--- config.mk ---
export PLATFORM = sky130hd
export DESIGN_NAME = dcl_output_cond
export DESIGN_NICKNAME = d
export VERILOG_FILES = /design/src/include/dcl_pkg.sv /design/src/hdl/dcl_pulse_timer.sv /design/src/hdl/dcl_output_cond.sv
export VERILOG_INCLUDE_DIRS = /design/src /design/src/include
export SDC_FILE = /design/constraint.sdc
export NUM_CORES = 2
export LEC_CHECK = 0
export BUFFER_PORTS_ARGS = -buffer_cell sky130_fd_sc_hd__clkbuf_2
export CORE_MARGIN = 4
export CORE_UTILIZATION = 55
export DETAILED_ROUTE_END_ITERATION = 12
export GPL_ROUTABILITY_DRIVEN = 0
export GPL_TIMING_DRIVEN = 1
export PLACE_DENSITY_LB_ADDON = 0.08
export RECOVER_POWER = 100
export SLEW_MARGIN = 20
export SYNTH_ARGS = -nofsm -noshare
export SYNTH_HDL_FRONTEND = slang
export SYNTH_HIERARCHICAL = 1
export SYNTH_SLANG_ARGS = --single-unit
--- constraint.sdc ---
create_clock -name clk_i -period 5.3 [get_ports clk_i]
set_clock_uncertainty 0.2 [all_clocks]
set_input_delay 0.53 -clock clk_i [delete_from_list [all_inputs] [get_ports clk_i]]
set_output_delay 0.53 -clock clk_i [all_outputs]
set_load 0.005 [all_outputs]
--- src/include/dcl_defines.svh ---
`ifndef DCL_DEFINES_SVH
`define DCL_DEFINES_SVH

// ****************************************************************
// Register indexes (byte address = 4 * index)
// ****************************************************************
`define DCL_IDX_FSEL 0
`define DCL_IDX_CFG 1
`define DCL_IDX_CNT 2
`define DCL_IDX_LEN 3
`define DCL_IDX_OVL 4
`define DCL_IDX_HOT 5
`define DCL_IDX_PIDU 6
`define DCL_IDX_PIDL 7
`define DCL_IDX_ADTT 8
`define DCL_IDX_ADTH 9
`define DCL_IDX_UVS 10
`define DCL_IDX_PFE 11
`define DCL_IDX_PFD 12
`define DCL_IDX_RRT 13
`define DCL_IDX_ZSF 14
`define DCL_IDX_FDTT 15
`define DCL_IDX_FDTH 16
`define DCL_IDX_PT0 17
`define DCL_IDX_PT1 18
`define DCL_IDX_OCL 19
`define DCL_IDX_OCD 20
`define DCL_IDX_STAT 21
`define DCL_NUM_RW 21

// ****************************************************************
// Field positions
// ****************************************************************
`define DCL_CFG_NEG 0
`define DCL_CFG_PULSE 2
`define DCL_CFG_SW 4
`define DCL_FSEL_STRIDE 8

// ****************************************************************
// Reset values
// ****************************************************************
`define DCL_PULSE_RST 32'h017d7840
`define DCL_HOT_RST 32'h0000005a

// ****************************************************************
// Function codes
// ****************************************************************
`define DCL_FN_COUNT 7'h0f
`define DCL_FN_LENGTH 7'h10
`define DCL_FN_OVERLOAD 7'h11
`define DCL_FN_OVERHEAT 7'h12
`define DCL_FN_PID_HIGH 7'h13
`define DCL_FN_PID_LOW 7'h14
`define DCL_FN_ANALOG_LEVEL_DETECT_ONE 7'h15
`define DCL_FN_ANALOG_LEVEL_DETECT_TWO 7'h16
`define DCL_FN_UNDERVOLT 7'h18
`define DCL_FN_RUN_TIME 7'h1a
`define DCL_FN_ZERO_SPEED 7'h1b
`define DCL_FN_OFF_LOAD 7'h26
`define DCL_FN_SOFTWARE 7'h2f
`define DCL_FN_BRAKE 7'h43
`define DCL_FN_CUTOFF 7'h44
`define DCL_FN_FREQ_DETECT_ONE_LOW 7'h45
`define DCL_FN_FREQ_DETECT_TWO_LOW 7'h46
`define DCL_FN_FREQ_DETECT_ONE_LOW_NJ 7'h47
`define DCL_FN_FREQ_DETECT_TWO_LOW_NJ 7'h48
`define DCL_FN_OVERCURRENT 7'h49

// ****************************************************************
// Timing and margins
// ****************************************************************
`define DCL_CLK_KHZ 100000
`define DCL_LEVEL_PULSE_MS 100
`define DCL_LEVEL_PULSE_CYCLES (`DCL_LEVEL_PULSE_MS * `DCL_CLK_KHZ)
`define DCL_HEAT_SET_MARGIN 10
`define DCL_HEAT_CLR_MARGIN 15

`endif

--- src/include/dcl_pkg.sv ---
package dcl_pkg;

  typedef logic [6:0] dcl_func_type;

  typedef enum logic [1:0] {
    UV_NORMAL,
    UV_LOW,
    UV_RECOVER
  } dcl_uv_state_type;

endpackage : dcl_pkg

--- src/hdl/dcl_pulse_timer.sv ---
`timescale 1ns/1ps
`default_nettype none

module dcl_pulse_timer #(
  parameter int CW = 32
) (
  input wire logic clk_i,
  input wire logic resetn_i,
  input wire logic start_i,
  input wire logic kill_i,
  input wire logic [CW-1:0] width_i,
  output logic active_o
);

  logic [CW-1:0] cnt_q;

  // A start restarts the pulse; a zero width still gives one cycle.
  always_ff @(posedge clk_i or negedge resetn_i) begin
    if (!resetn_i) begin
      cnt_q <= '0;
    end else if (kill_i) begin
      cnt_q <= '0;
    end else if (start_i) begin
      cnt_q <= (width_i == '0) ? CW'(1) : width_i;
    end else if (cnt_q != '0) begin
      cnt_q <= cnt_q - CW'(1);
    end
  end

  assign active_o = (cnt_q != '0);

endmodule : dcl_pulse_timer

`default_nettype wire

--- src/hdl/dcl_output_cond.sv ---
// Our own choices: the APB interface to the registers and the register offsets.
`timescale 1ns/1ps
`default_nettype none
`include "dcl_defines.svh"

// What this block does
// - Code 15: valid while pulse count at or above count threshold.
// - Code 16: valid while converted length at or above set length.
// - Code 17: valid while motor current at or above overload coefficient.
// - Code 18: set at hot spot minus 10, clear below minus 15.
// - Code 19: valid when running and PID feedback at or above upper.
// - Code 20: valid when running and PID feedback at or below lower.
// - Codes 21/22: analog set at threshold, clear at threshold minus hysteresis.
// - Code 24: set at stall level, clear after end level held delay.
// - Code 26: valid once regular running time is reached.
// - Code 38: valid while the drive is off-load.
// - Code 47: output follows its software control bit.
// - Code 68: valid while material cutoff is detected.
// - Codes 69/70: pulse when frequency drops below detect minus hysteresis.
// - Codes 71/72: as 69/70 but suppressed in jog.
// - Code 73: valid after overcurrent persists for the detection duration.
// - Positive logic drives active when valid; negative logic inverts.
// - Level type follows status; pulse type emits one pulse on valid.
module dcl_output_cond #(
  parameter int W = 16,
  parameter int CW = 32,
  parameter logic [CW-1:0] LEVEL_PULSE_CYCLES = `DCL_LEVEL_PULSE_CYCLES
) (
  input wire logic clk_i,
  input wire logic resetn_i,
  input wire logic psel_i,
  input wire logic penable_i,
  input wire logic pwrite_i,
  input wire logic [7:0] paddr_i,
  input wire logic [31:0] pwdata_i,
  input wire logic [3:0] pstrb_i,
  output logic [31:0] prdata_o,
  output logic pready_o,
  output logic pslverr_o,
  input wire logic [W-1:0] pulse_count_value_i,
  input wire logic [W-1:0] length_value_i,
  input wire logic [W-1:0] motor_current_i,
  input wire logic [W-1:0] temperature_i,
  input wire logic [W-1:0] pid_feedback_value_i,
  input wire logic [W-1:0] analog_in_one_i,
  input wire logic [W-1:0] analog_in_two_i,
  input wire logic [W-1:0] dc_bus_voltage_i,
  input wire logic [W-1:0] run_time_i,
  input wire logic [W-1:0] output_frequency_value_i,
  input wire logic [W-1:0] output_current_i,
  input wire logic running_i,
  input wire logic jog_i,
  input wire logic off_load_i,
  input wire logic brake_engaged_i,
  input wire logic material_cutoff_i,
  output logic open_collector_output_o,
  output logic relay_output_o
);

  // ****************************************************************
  // APB slave and register file
  // ****************************************************************
  logic [31:0] regs_q [0:`DCL_NUM_RW-1];
  logic [31:0] prdata_q;
  logic pready_q;
  logic pslverr_q;
  logic [31:0] rd_val;
  logic [31:0] status_word;
  logic [5:0] idx;
  logic setup;
  logic wr_en;

  assign idx = paddr_i[7:2];
  assign setup = psel_i & ~penable_i;
  assign wr_en = psel_i & penable_i & pready_q & pwrite_i;

  always_comb begin
    rd_val = 32'h0;
    if (idx < 6'(`DCL_NUM_RW)) begin
      rd_val = regs_q[idx[4:0]];
    end else if (idx == 6'(`DCL_IDX_STAT)) begin
      rd_val = status_word;
    end
  end

  // The answer is prepared in the setup cycle so every bus output is a flop.
  always_ff @(posedge clk_i or negedge resetn_i) begin
    if (!resetn_i) begin
      pready_q <= 1'b0;
      pslverr_q <= 1'b0;
      prdata_q <= 32'h0;
    end else begin
      pready_q <= setup;
      pslverr_q <= setup & (idx > 6'(`DCL_IDX_STAT));
      if (setup) begin
        prdata_q <= pwrite_i ? 32'h0 : rd_val;
      end
    end
  end

  always_ff @(posedge clk_i or negedge resetn_i) begin
    if (!resetn_i) begin
      for (int i = 0; i < `DCL_NUM_RW; i++) begin
        regs_q[i] <= 32'h0;
      end
      regs_q[`DCL_IDX_HOT] <= `DCL_HOT_RST;
      regs_q[`DCL_IDX_PT0] <= `DCL_PULSE_RST;
      regs_q[`DCL_IDX_PT1] <= `DCL_PULSE_RST;
    end else if (wr_en && idx < 6'(`DCL_NUM_RW)) begin
      for (int b = 0; b < 4; b++) begin
        if (pstrb_i[b]) begin
          regs_q[idx[4:0]][8*b +: 8] <= pwdata_i[8*b +: 8];
        end
      end
    end
  end

  assign prdata_o = prdata_q;
  assign pready_o = pready_q;
  assign pslverr_o = pslverr_q;

  // ****************************************************************
  // Shared conditions
  // ****************************************************************
  logic [W:0] temp_set;
  logic [W:0] temp_clr;
  logic [W:0] hot_w;
  logic overheat_q;
  logic [1:0] adt_q;
  logic [1:0] fdt_cond_q;
  logic [1:0] fdt_ev;
  logic [W-1:0] ain [0:1];
  dcl_pkg::dcl_uv_state_type uv_state_q;
  logic [CW-1:0] uv_cnt_q;
  logic uv_flag;
  logic [CW-1:0] oc_cnt_q;
  logic oc_over;
  logic oc_q;

  assign hot_w = {1'b0, regs_q[`DCL_IDX_HOT][W-1:0]};
  assign temp_set = {1'b0, temperature_i} + (W+1)'(`DCL_HEAT_SET_MARGIN);
  assign temp_clr = {1'b0, temperature_i} + (W+1)'(`DCL_HEAT_CLR_MARGIN);

  always_ff @(posedge clk_i or negedge resetn_i) begin
    if (!resetn_i) begin
      overheat_q <= 1'b0;
    end else if (temp_set >= hot_w) begin
      overheat_q <= 1'b1;
    end else if (temp_clr < hot_w) begin
      overheat_q <= 1'b0;
    end
  end

  assign ain[0] = analog_in_one_i;
  assign ain[1] = analog_in_two_i;

  for (genvar k = 0; k < 2; k++) begin : g_det
    logic [W:0] a_thr;
    logic [W:0] a_low;
    logic [W:0] f_low;
    assign a_thr = {1'b0, regs_q[`DCL_IDX_ADTT][16*k +: W]};
    assign a_low = {1'b0, ain[k]} + {1'b0, regs_q[`DCL_IDX_ADTH][16*k +: W]};
    assign f_low = {1'b0, output_frequency_value_i}
                 + {1'b0, regs_q[`DCL_IDX_FDTH][16*k +: W]};

    always_ff @(posedge clk_i or negedge resetn_i) begin
      if (!resetn_i) begin
        adt_q[k] <= 1'b0;
        fdt_cond_q[k] <= 1'b0;
      end else begin
        if ({1'b0, ain[k]} >= a_thr) begin
          adt_q[k] <= 1'b1;
        end else if (a_low <= a_thr) begin
          adt_q[k] <= 1'b0;
        end
        fdt_cond_q[k] <= f_low < {1'b0, regs_q[`DCL_IDX_FDTT][16*k +: W]};
      end
    end

    assign fdt_ev[k] = (f_low < {1'b0, regs_q[`DCL_IDX_FDTT][16*k +: W]})
                     & ~fdt_cond_q[k];
  end

  // Recovery restarts whenever the bus dips below the end level.
  // A bus at or below the stall level always wins over recovery.
  always_ff @(posedge clk_i or negedge resetn_i) begin
    if (!resetn_i) begin
      uv_state_q <= dcl_pkg::UV_NORMAL;
      uv_cnt_q <= '0;
    end else begin
      case (uv_state_q)
        dcl_pkg::UV_NORMAL: begin
          if (dc_bus_voltage_i <= regs_q[`DCL_IDX_UVS][W-1:0]) begin
            uv_state_q <= dcl_pkg::UV_LOW;
          end
        end
        dcl_pkg::UV_LOW: begin
          uv_cnt_q <= '0;
          if (dc_bus_voltage_i >= regs_q[`DCL_IDX_PFE][W-1:0]
              && dc_bus_voltage_i > regs_q[`DCL_IDX_UVS][W-1:0]) begin
            uv_state_q <= dcl_pkg::UV_RECOVER;
          end
        end
        dcl_pkg::UV_RECOVER: begin
          if (dc_bus_voltage_i < regs_q[`DCL_IDX_PFE][W-1:0]
              || dc_bus_voltage_i <= regs_q[`DCL_IDX_UVS][W-1:0]) begin
            uv_state_q <= dcl_pkg::UV_LOW;
          end else if (uv_cnt_q >= regs_q[`DCL_IDX_PFD][CW-1:0]) begin
            uv_state_q <= dcl_pkg::UV_NORMAL;
          end else begin
            uv_cnt_q <= uv_cnt_q + CW'(1);
          end
        end
        default: begin
          uv_state_q <= dcl_pkg::UV_NORMAL;
        end
      endcase
    end
  end

  assign uv_flag = (uv_state_q != dcl_pkg::UV_NORMAL);
  assign oc_over = output_current_i > regs_q[`DCL_IDX_OCL][W-1:0];

  always_ff @(posedge clk_i or negedge resetn_i) begin
    if (!resetn_i) begin
      oc_cnt_q <= '0;
      oc_q <= 1'b0;
    end else begin
      if (!oc_over) begin
        oc_cnt_q <= '0;
      end else if (oc_cnt_q < regs_q[`DCL_IDX_OCD][CW-1:0]) begin
        oc_cnt_q <= oc_cnt_q + CW'(1);
      end
      oc_q <= oc_over && (oc_cnt_q >= regs_q[`DCL_IDX_OCD][CW-1:0]);
    end
  end

  // ****************************************************************
  // Per-terminal status and output shaping
  // ****************************************************************
  logic [1:0] status_q;
  logic [1:0] prev_q;
  logic [1:0] pin_q;
  dcl_pkg::dcl_func_type func_a [0:1];

  for (genvar t = 0; t < 2; t++) begin : g_term
    dcl_pkg::dcl_func_type func;
    logic [CW-1:0] ptime;
    logic neg;
    logic ptype;
    logic fdt_start;
    logic fdt_kill;
    logic fdt_act;
    logic out_act;
    logic status_d;

    assign func = regs_q[`DCL_IDX_FSEL][`DCL_FSEL_STRIDE*t +: 7];
    assign func_a[t] = func;
    assign ptime = regs_q[`DCL_IDX_PT0 + t][CW-1:0];
    assign neg = regs_q[`DCL_IDX_CFG][`DCL_CFG_NEG + t];
    assign ptype = regs_q[`DCL_IDX_CFG][`DCL_CFG_PULSE + t];
    assign fdt_kill = jog_i && (func == `DCL_FN_FREQ_DETECT_ONE_LOW_NJ
                             || func == `DCL_FN_FREQ_DETECT_TWO_LOW_NJ);
    assign fdt_start = ~fdt_kill
      & ((fdt_ev[0] & (func == `DCL_FN_FREQ_DETECT_ONE_LOW
                    || func == `DCL_FN_FREQ_DETECT_ONE_LOW_NJ))
       | (fdt_ev[1] & (func == `DCL_FN_FREQ_DETECT_TWO_LOW
                    || func == `DCL_FN_FREQ_DETECT_TWO_LOW_NJ)));

    dcl_pulse_timer #(.CW(CW)) u_fdt_pulse (
      .clk_i(clk_i),
      .resetn_i(resetn_i),
      .start_i(fdt_start),
      .kill_i(fdt_kill),
      .width_i(ptype ? ptime : LEVEL_PULSE_CYCLES),
      .active_o(fdt_act)
    );

    always_comb begin
      case (func)
        `DCL_FN_COUNT: status_d = pulse_count_value_i
                                  >= regs_q[`DCL_IDX_CNT][W-1:0];
        `DCL_FN_LENGTH: status_d = length_value_i
                                   >= regs_q[`DCL_IDX_LEN][W-1:0];
        `DCL_FN_OVERLOAD: status_d = motor_current_i
                                     >= regs_q[`DCL_IDX_OVL][W-1:0];
        `DCL_FN_OVERHEAT: status_d = overheat_q;
        `DCL_FN_PID_HIGH: status_d = running_i && pid_feedback_value_i
                                     >= regs_q[`DCL_IDX_PIDU][W-1:0];
        `DCL_FN_PID_LOW: status_d = running_i && pid_feedback_value_i
                                    <= regs_q[`DCL_IDX_PIDL][W-1:0];
        `DCL_FN_ANALOG_LEVEL_DETECT_ONE: status_d = adt_q[0];
        `DCL_FN_ANALOG_LEVEL_DETECT_TWO: status_d = adt_q[1];
        `DCL_FN_UNDERVOLT: status_d = uv_flag;
        `DCL_FN_RUN_TIME: status_d = run_time_i
                                     >= regs_q[`DCL_IDX_RRT][W-1:0];
        `DCL_FN_ZERO_SPEED: status_d = (running_i || jog_i)
          && output_frequency_value_i <= regs_q[`DCL_IDX_ZSF][W-1:0];
        `DCL_FN_OFF_LOAD: status_d = off_load_i;
        `DCL_FN_SOFTWARE: status_d =
          regs_q[`DCL_IDX_CFG][`DCL_CFG_SW + t];
        `DCL_FN_BRAKE: status_d = brake_engaged_i;
        `DCL_FN_CUTOFF: status_d = material_cutoff_i;
        `DCL_FN_FREQ_DETECT_ONE_LOW, `DCL_FN_FREQ_DETECT_TWO_LOW,
        `DCL_FN_FREQ_DETECT_ONE_LOW_NJ, `DCL_FN_FREQ_DETECT_TWO_LOW_NJ: status_d = fdt_act;
        `DCL_FN_OVERCURRENT: status_d = oc_q;
        default: status_d = 1'b0;
      endcase
    end

    // Level type holds the timer idle, so a later switch to pulse type
    // cannot show a pulse that was armed while in level type.
    dcl_pulse_timer #(.CW(CW)) u_out_pulse (
      .clk_i(clk_i),
      .resetn_i(resetn_i),
      .start_i(ptype & status_q[t] & ~prev_q[t]),
      .kill_i(~ptype),
      .width_i(ptime),
      .active_o(out_act)
    );

    always_ff @(posedge clk_i or negedge resetn_i) begin
      if (!resetn_i) begin
        status_q[t] <= 1'b0;
        prev_q[t] <= 1'b0;
        pin_q[t] <= 1'b0;
      end else begin
        status_q[t] <= status_d;
        prev_q[t] <= status_q[t];
        pin_q[t] <= (ptype ? out_act : status_q[t]) ^ neg;
      end
    end
  end

  assign status_word = {23'h0, oc_q, uv_flag, adt_q, overheat_q,
                        pin_q, status_q};
  assign open_collector_output_o = pin_q[0];
  assign relay_output_o = pin_q[1];
endmodule : dcl_output_cond

`default_nettype wire

## Word level (Yosys, flattened, before mapping)

Cells that the tools add are included.

| storage, ports and cells | value |
|---|---|
| word-level logic and storage cells | 262 |
| bits in registers | 912 |
| output and inout port bits | 36 |

| operators by class | value |
|---|---|
| eq/ne operators | 51 |
| muxes and demuxes | 63 |
| reductions and logical operators | 37 |
| add/sub/neg operators | 12 |
| bitwise gates (word level) | 29 |
| magnitude comparators | 27 |

Operator list:

| kind | count |
|---|---|
| two-way mux 672 bit | 7 |
| bitwise mux 672 bit | 4 |
| two-way mux 32 bit | 27 |
| demux 32 bit (select 5 bit) | 4 |
| binary-select mux 32 bit (select 5 bit) | 1 |
| == test 7 x 5 -> 1 bit, second input constant | 20 |
| greater-or-equal comparator 16 bit | 8 |
| zero test 32 bit | 4 |
| nonzero test 32 bit | 4 |
| subtractor 32 x 1 -> 32 bit, second input constant | 4 |
| == test 7 bit, second input constant | 14 |
| adder 16 x 16 -> 17 bit | 4 |
| adder 32 x 1 -> 32 bit, second input constant | 2 |
| greater-or-equal comparator 32 bit | 2 |
| one-hot mux 32 bit (2 select lines) | 1 |
| less-than comparator 17 x 16 -> 1 bit | 3 |
| <= comparator 16 bit | 3 |
| adder 16 x 4 -> 17 bit, second input constant | 2 |
| <= comparator 17 x 16 -> 1 bit | 2 |
| one-hot mux 1 bit (17 select lines) | 2 |
| > comparator 16 bit | 2 |
| less-than comparator 32 bit | 1 |
| == test 7 x 6 -> 1 bit, second input constant | 4 |
| two-way mux 24 bit | 1 |
| 32 further kinds | 93 |

## Logic depth before layout (Yosys ltp)

| logic depth | value |
|---|---|
| depth in word-level cells | 16 |
| depth in mapped cells | 26 |
| mapped depth without buffers | 24 |

## Cells and area by module

The synthesis kept the hierarchy.

By module, submodules not included:

| module | area each (sq um) | times used | cells each |
|---|---|---|---|
| dcl_output_cond | 47,869.7 | 1 | 4,488 |
| dcl_pulse_timer at g_term[0].u_fdt_pulse ... | 2,088.3 | 3 | 223 |
| dcl_pulse_timer at g_term[1].u_out_pulse | 2,107.0 | 1 | 223 |

## Worst setup path after synthesis

No wires, ideal clock.

| path | value |
|---|---|
| path kind | input -> register |
| start point | input port output_frequency_value_i[0] |
| end point | register g_term[0].u_fdt_pulse.cnt_q[1] |
| stages on the path | 25 |
| library setup time | 0.094 ns |
| arrival | 4.770 ns |
| data required time | 5.006 ns |
| slack | 0.236 ns |
| path through | ha_1 -> inv_1 -> fa_1 -> nor2b_1 -> o21a_1 -> a311o_1 -> o31ai_4 -> o31ai_1 -> o21a_1 -> nor2_1 -> xnor2_1 -> ha_1 -> a21o_1 -> a211oi_1 -> and3_1 -> o21ai_0 -> a211oi_1 -> nand2_1 -> a211oi_1 -> buf_6 -> clkinv_1 -> nor2_1 -> clkbuf_8 -> a211oi_1 -> a211oi_1 |

| between the ends | value |
|---|---|
| word-level cells in the longest chain between the ends | 8 |
| elaborated cells on any way between the ends | 13 |

RTL lines:

| what | line | text |
|---|---|---|
| start, declared | dcl_output_cond.sv:49 | `input wire logic [W-1:0] output_frequency_value_i,` |
| adder 16 x 16 -> 17 bit | dcl_output_cond.sv:163 | `assign f_low = {1'b0, output_frequency_value_i}` |
| less-than comparator 17 x 16 -> 1 bit | dcl_output_cond.sv:180 | `` assign fdt_ev[k] = (f_low < {1'b0, regs_q[`DCL_IDX_FDTT][16*k +: W]}) `` |
| bitwise AND 1 bit | dcl_output_cond.sv:180 |  |
| bitwise AND 1 bit (on tied branches) | dcl_output_cond.sv:265, dcl_output_cond.sv:267 |  |
| bitwise OR 1 bit (*) | dcl_output_cond.sv:265 | `` & ((fdt_ev[0] & (func == `DCL_FN_FREQ_DETECT_ONE_LOW `` |
| bitwise AND 1 bit (*) | dcl_output_cond.sv:264 | `assign fdt_start = ~fdt_kill` |
| named net g_term[0].fdt_start | dcl_output_cond.sv:251 | `logic fdt_start;` |
| two-way mux 32 bit | dcl_pulse_timer.sv:23 | `end else if (start_i) begin` |
| two-way mux 32 bit | dcl_pulse_timer.sv:21 | `end else if (kill_i) begin` |
| end signal, assigned | dcl_pulse_timer.sv:24 | `cnt_q <= (width_i == '0) ? CW'(1) : width_i;` |
| end signal, assigned | dcl_pulse_timer.sv:26 | `cnt_q <= cnt_q - CW'(1);` |
| end, declared | dcl_pulse_timer.sv:15 | `logic [CW-1:0] cnt_q;` |

Mark *: on every way through the listed nets, which the timed path passes. The rest lies on a longest branch.
A chain may end at the register's enable or synchronous reset.

## Final worst setup path

| path | value |
|---|---|
| start point | register regs_q[144] (netlist name) |
| end point | register g_term[1].u_fdt_pulse.cnt_q[0] |

| between the ends | value |
|---|---|
| word-level cells in the longest chain between the ends | 8 |
| elaborated cells on any way between the ends | 9 |

RTL lines:

| what | line | text |
|---|---|---|
| start, declared | dcl_output_cond.sv:63 | `` logic [31:0] regs_q [0:`DCL_NUM_RW-1]; `` |
| start signal, assigned by index | dcl_output_cond.sv:106 | `` regs_q[`DCL_IDX_HOT] <= `DCL_HOT_RST; `` |
| start signal, assigned by index | dcl_output_cond.sv:107 | `` regs_q[`DCL_IDX_PT0] <= `DCL_PULSE_RST; `` |
| start signal, assigned by index | dcl_output_cond.sv:108 | `` regs_q[`DCL_IDX_PT1] <= `DCL_PULSE_RST; `` |
| adder 16 x 16 -> 17 bit (*) | dcl_output_cond.sv:163 |  |
| less-than comparator 17 x 16 -> 1 bit (*) | dcl_output_cond.sv:180 |  |
| bitwise AND 1 bit (*) | dcl_output_cond.sv:180 |  |
| bitwise AND 1 bit (*) | dcl_output_cond.sv:267 | `` \| (fdt_ev[1] & (func == `DCL_FN_FREQ_DETECT_TWO_LOW `` |
| bitwise OR 1 bit (*) | dcl_output_cond.sv:265 |  |
| bitwise AND 1 bit (*) | dcl_output_cond.sv:264 |  |
| named net g_term[1].fdt_start | dcl_output_cond.sv:251 |  |
| two-way mux 32 bit | dcl_pulse_timer.sv:23 |  |
| two-way mux 32 bit | dcl_pulse_timer.sv:21 |  |
| end signal, assigned | dcl_pulse_timer.sv:24 |  |
| end signal, assigned | dcl_pulse_timer.sv:26 |  |
| end, declared | dcl_pulse_timer.sv:15 |  |

Marks and branches as above.

==> flow_metrics.tcl <==
set metrics [dict create \
    ant_nets 0 \
    p_int_mw 12.96 \
    drc 0 \
    period_minus_slack_ns 5.141 \
    final_nets 6272 \
    synth_top_family_by_area "multiplexers" \
    path_max_fanout 4 \
    clk_path_buf_depth 3 \
    multi_input_area_um2 30440 \
    power_frac_clock 0.412 \
    hpwl_um 143200 \
    hp-class "in2reg" \
    die_w_um 327.8 \
    wl_per_cell_um 27.08 \
    synth_area_um2 56240 \
    vias_per_cell 6.334 \
    first_pass_iters 8 \
    std_cell_rows 117 \
    h-tree-depth 3 \
    fin_crit_sh 0.9699 \
    placed_cell_area_um2 58960 \
    wirelength_um 191400 \
    crit_type "reg2reg" \
    drive_gt1_frac 0.2129 \
    seq_area_frac_synth 0.4064 \
    final_area_um2 62170 \
    fmax_mhz 194.5 \
    ir_drop_mv 0.2299 \
    status "finished with violations" \
    core-area_um2 101600 \
    synth_compound_area_frac 0.1208 \
    cp.required_ns 5.71 \
    r2r_cells 27 \
    syn_nets 6038 \
    violations "max-capacitance violations, max-slew violations" \
    grt_pass1_wl_um 283600 \
    gr-total-overflow 0 \
    grt_pass1_vias 43020 \
    cts_tree "yes" \
    p_comb_frac 0.148 \
    grt_usage 0.3521 \
    final_max_slew_viol_count 335 \
    synth_top_area_cell "dfrtp_1" \
    worstMarginPinSlew_ns 4.091 \
    fp.dieH_um 327.8 \
    antenna_found_initial 9 \
    clk_pin_slew_ns 0.06 \
    area_growth_syn_to_layout_pct 10.54 \
    numCtsBuffers 101 \
    synth-adder-area-share 0.09575 \
    sw_frac_of_total 0.2855 \
    initial_core_util 0.5536 \
    seq_area_um2 22860 \
    fillCellCount 8627 \
    relSlewSlack -1.727 \
    p_per_area_nw_per_um2 291.8 \
    finalHoldViolations 0 \
    setup_viol 0 \
    synth_area_per_cell_um2 10.45 \
    synth-main-ff-cell "dfrtp_1" \
    cts_sinks 912 \
    rsz0062_at_grt "true" \
    clk_latency_ns 0.70 \
    die_area_um2 107400 \
    synth-edff-count 0 \
    drv_cap 9 \
    endpoint_kind "flop" \
    ys_warn_count 6 \
    grt_max_degree 133 \
    synthSimpleGateAreaFrac 0.1430 \
    synth_mux_area_frac 0.1545 \
    power.switching_mw 5.180 \
    critPathLaunchType "flop" \
    whs_path_depth 4 \
    yosysTopAreaCellShare 0.3933 \
    synthArstFlopShare 1.000 \
    cts_root_buf "clkbuf_16" \
    sequentialPowerShare 0.440 \
    r2r_setup_slack_ns 0.16 \
    ios 266 \
    synth-seq-cells 912 \
    p_leak_nw 30.09 \
    synth_xor_area_frac 0.02974 \
    vias 44770 \
    synth_cell_types 97 \
    worst_ep_arrival_time_ns 5.55 \
    port_buffers 263 \
    synth.most_common_cell "dfrtp_1" \
    drt_first_iter_violations 4801 \
    fin_setup_tns_ns 0 \
    ys_top_cells_by_area "dfrtp_1, ha_1, mux2_2" \
    netlist_instances 5380 \
    synth_common_cells "dfrtp_1, nand2_1, ha_1" \
]
[critical path, cell delays in order, from the launching register on]
cell and delay [ns]:
dfrtp_1 0.39, ha_2 0.19, inv_2 0.06, fa_2 0.20, nor2b_1 0.05, o21a_1 0.21
a311o_1 0.37, o31ai_4 0.30, nor2b_1 0.09, o21a_1 0.18, nor2_2 0.10, xnor2_1 0.08
ha_1 0.31, a21o_1 0.17, a21oi_2 0.13, nand3_1 0.10, o31ai_2 0.23, o21ai_1 0.13
a211oi_2 0.18, buf_6 0.18, a32oi_4 0.06, nor3b_2 0.22, buf_4 0.17, buf_6 0.12
nor4_4 0.05, buf_4 0.15, a221o_2 0.31, a21oi_2 0.14
[what timing repair did]
action / 4_1_cts / 5_1_grt
setup endpoints to repair: 23 / 64
hold buffers: 1 / 0
gates resized for setup: 2 / 31
cloned: 1 / 3
pin swaps: 1 / 17
buffers inserted: 0 / 10
endpoints found under the hold margin: 58 / 0
[power by group through the flow]
| stage | clock network [mW] | logic, mW | registers [mW] |
|---|---|---|---|
| floorplan | 0 | 1.83 | 7.96 |
| global route | 7.82 | 2.95 | 8.04 |
| global placement | 0 | 2.60 | 8.08 |
| finish | 7.47 | 2.69 | 7.99 |
| detailed placement | 0 | 2.64 | 8.08 |
| CTS | 7.53 | 2.66 | 7.97 |
[layout make-up]
| class | instances | area share |
|---|---|---|
| clock inverters | 33 | 0.007487 |
| well taps | 1368 | 0.02753 |
| flip-flops and latches | 912 | 0.3677 |
| diodes | 4 | 0.0001610 |
| multi-input cells | 3834 | 0.4896 |
| clock buffers | 153 | 0.04881 |
| repair buffers | 402 | 0.03677 |
| inverters | 363 | 0.02198 |
[per-layer routing]
metal | part of all wire | wire (um) | track usage | vias to the layer above
li1 | - | - | - | 19900
met1 | 0.42 | 80740 | 0.5027 | 22380
met2 | 0.44 | 83510 | 0.5290 | 2090
met3 | 0.099 | 18860 | 0.07483 | 404
met4 | 0.043 | 8268 | 0.1362 | 6
met5 | 0.00019 | 36 | 0 | -
[final timing paths]
path,startpoint,endpoint
setup / recovery,regs_q[144],g_term[1].u_fdt_pulse/cnt_q[0]
hold / removal,running_i,status_q[0]
setup reg to reg,regs_q[144],g_term[1].u_fdt_pulse/cnt_q[0]
hold reg to reg,prdata_o[0],prdata_o[0]
max in group asynchronous,resetn_i,regs_q[274]
min in group asynchronous,resetn_i,regs_q[32]
[per-stage QoR]
stage	cells	setup WS, ns	power [mW]	utilization	hold WS, ns
after detailed placement	6864	-0.3299	10.72	0.5804	0.2699
after global placement	6864	-0.2678	10.67	0.5804	0.2658
after global routing	7066	-0.1021	18.81	0.6119	0.1385
after floorplan	5380	0.2358	9.796	-	0.03441
final	7069	0.1594	18.14	0.6119	0.1232
after CTS	7052	0.04449	18.16	0.6150	0.09317
[kinds of logic (layout without fill, tap and decap cells)]
family | Yosys count | count (layout)
simple gates | 1534 | 1538
compound gates | 1060 | 1060
flops | 912 | 912
buf+inv | 638 | 951
mux | 617 | 617
fa+ha+maj | 428 | 428
xor+xnor | 191 | 191
other cells | 0 | 4
[registers in the layout (all words and copies together) (netlist names)]
name / cells
adt_q: 2
fdt_cond_q: 2
func_a: 14
g_det.a_thr: 32
g_term.neg: 2
g_term.ptime: 64
g_term.ptype: 2
g_term.u_fdt_pulse/cnt_q: 64
g_term.u_out_pulse/cnt_q: 64
hot_w: 16
oc_cnt_q: 32
oc_q: 1
open_collector_output_o: 1
overheat_q: 1
prdata_o: 32
pready_o: 1
prev_q: 2
pslverr_o: 1
regs_q: 542
relay_output_o: 1
status_q: 2
uv_cnt_q: 32
uv_state_q: 2
[layout by cell type (no fill, tap or decap), types with 58 or more instances in the layout]
master       n
dfrtp_1    883
nand2_1    515
ha_1       423
mux2_2     390
o21ai_0    382
inv_1      358
nor2_1     337
clkbuf_2   246
a21oi_1    200
mux4_2     160
xnor2_1    133
nand4_1    112
a21o_1     108
clkbuf_16  102
a22oi_1     92
buf_4       90
nand3_1     82
nor3_1      81
clkbuf_1    72
and2_1      64
nor4_1      63
xor2_1      58
Note: power is estimated with default switching activity, not from simulation.
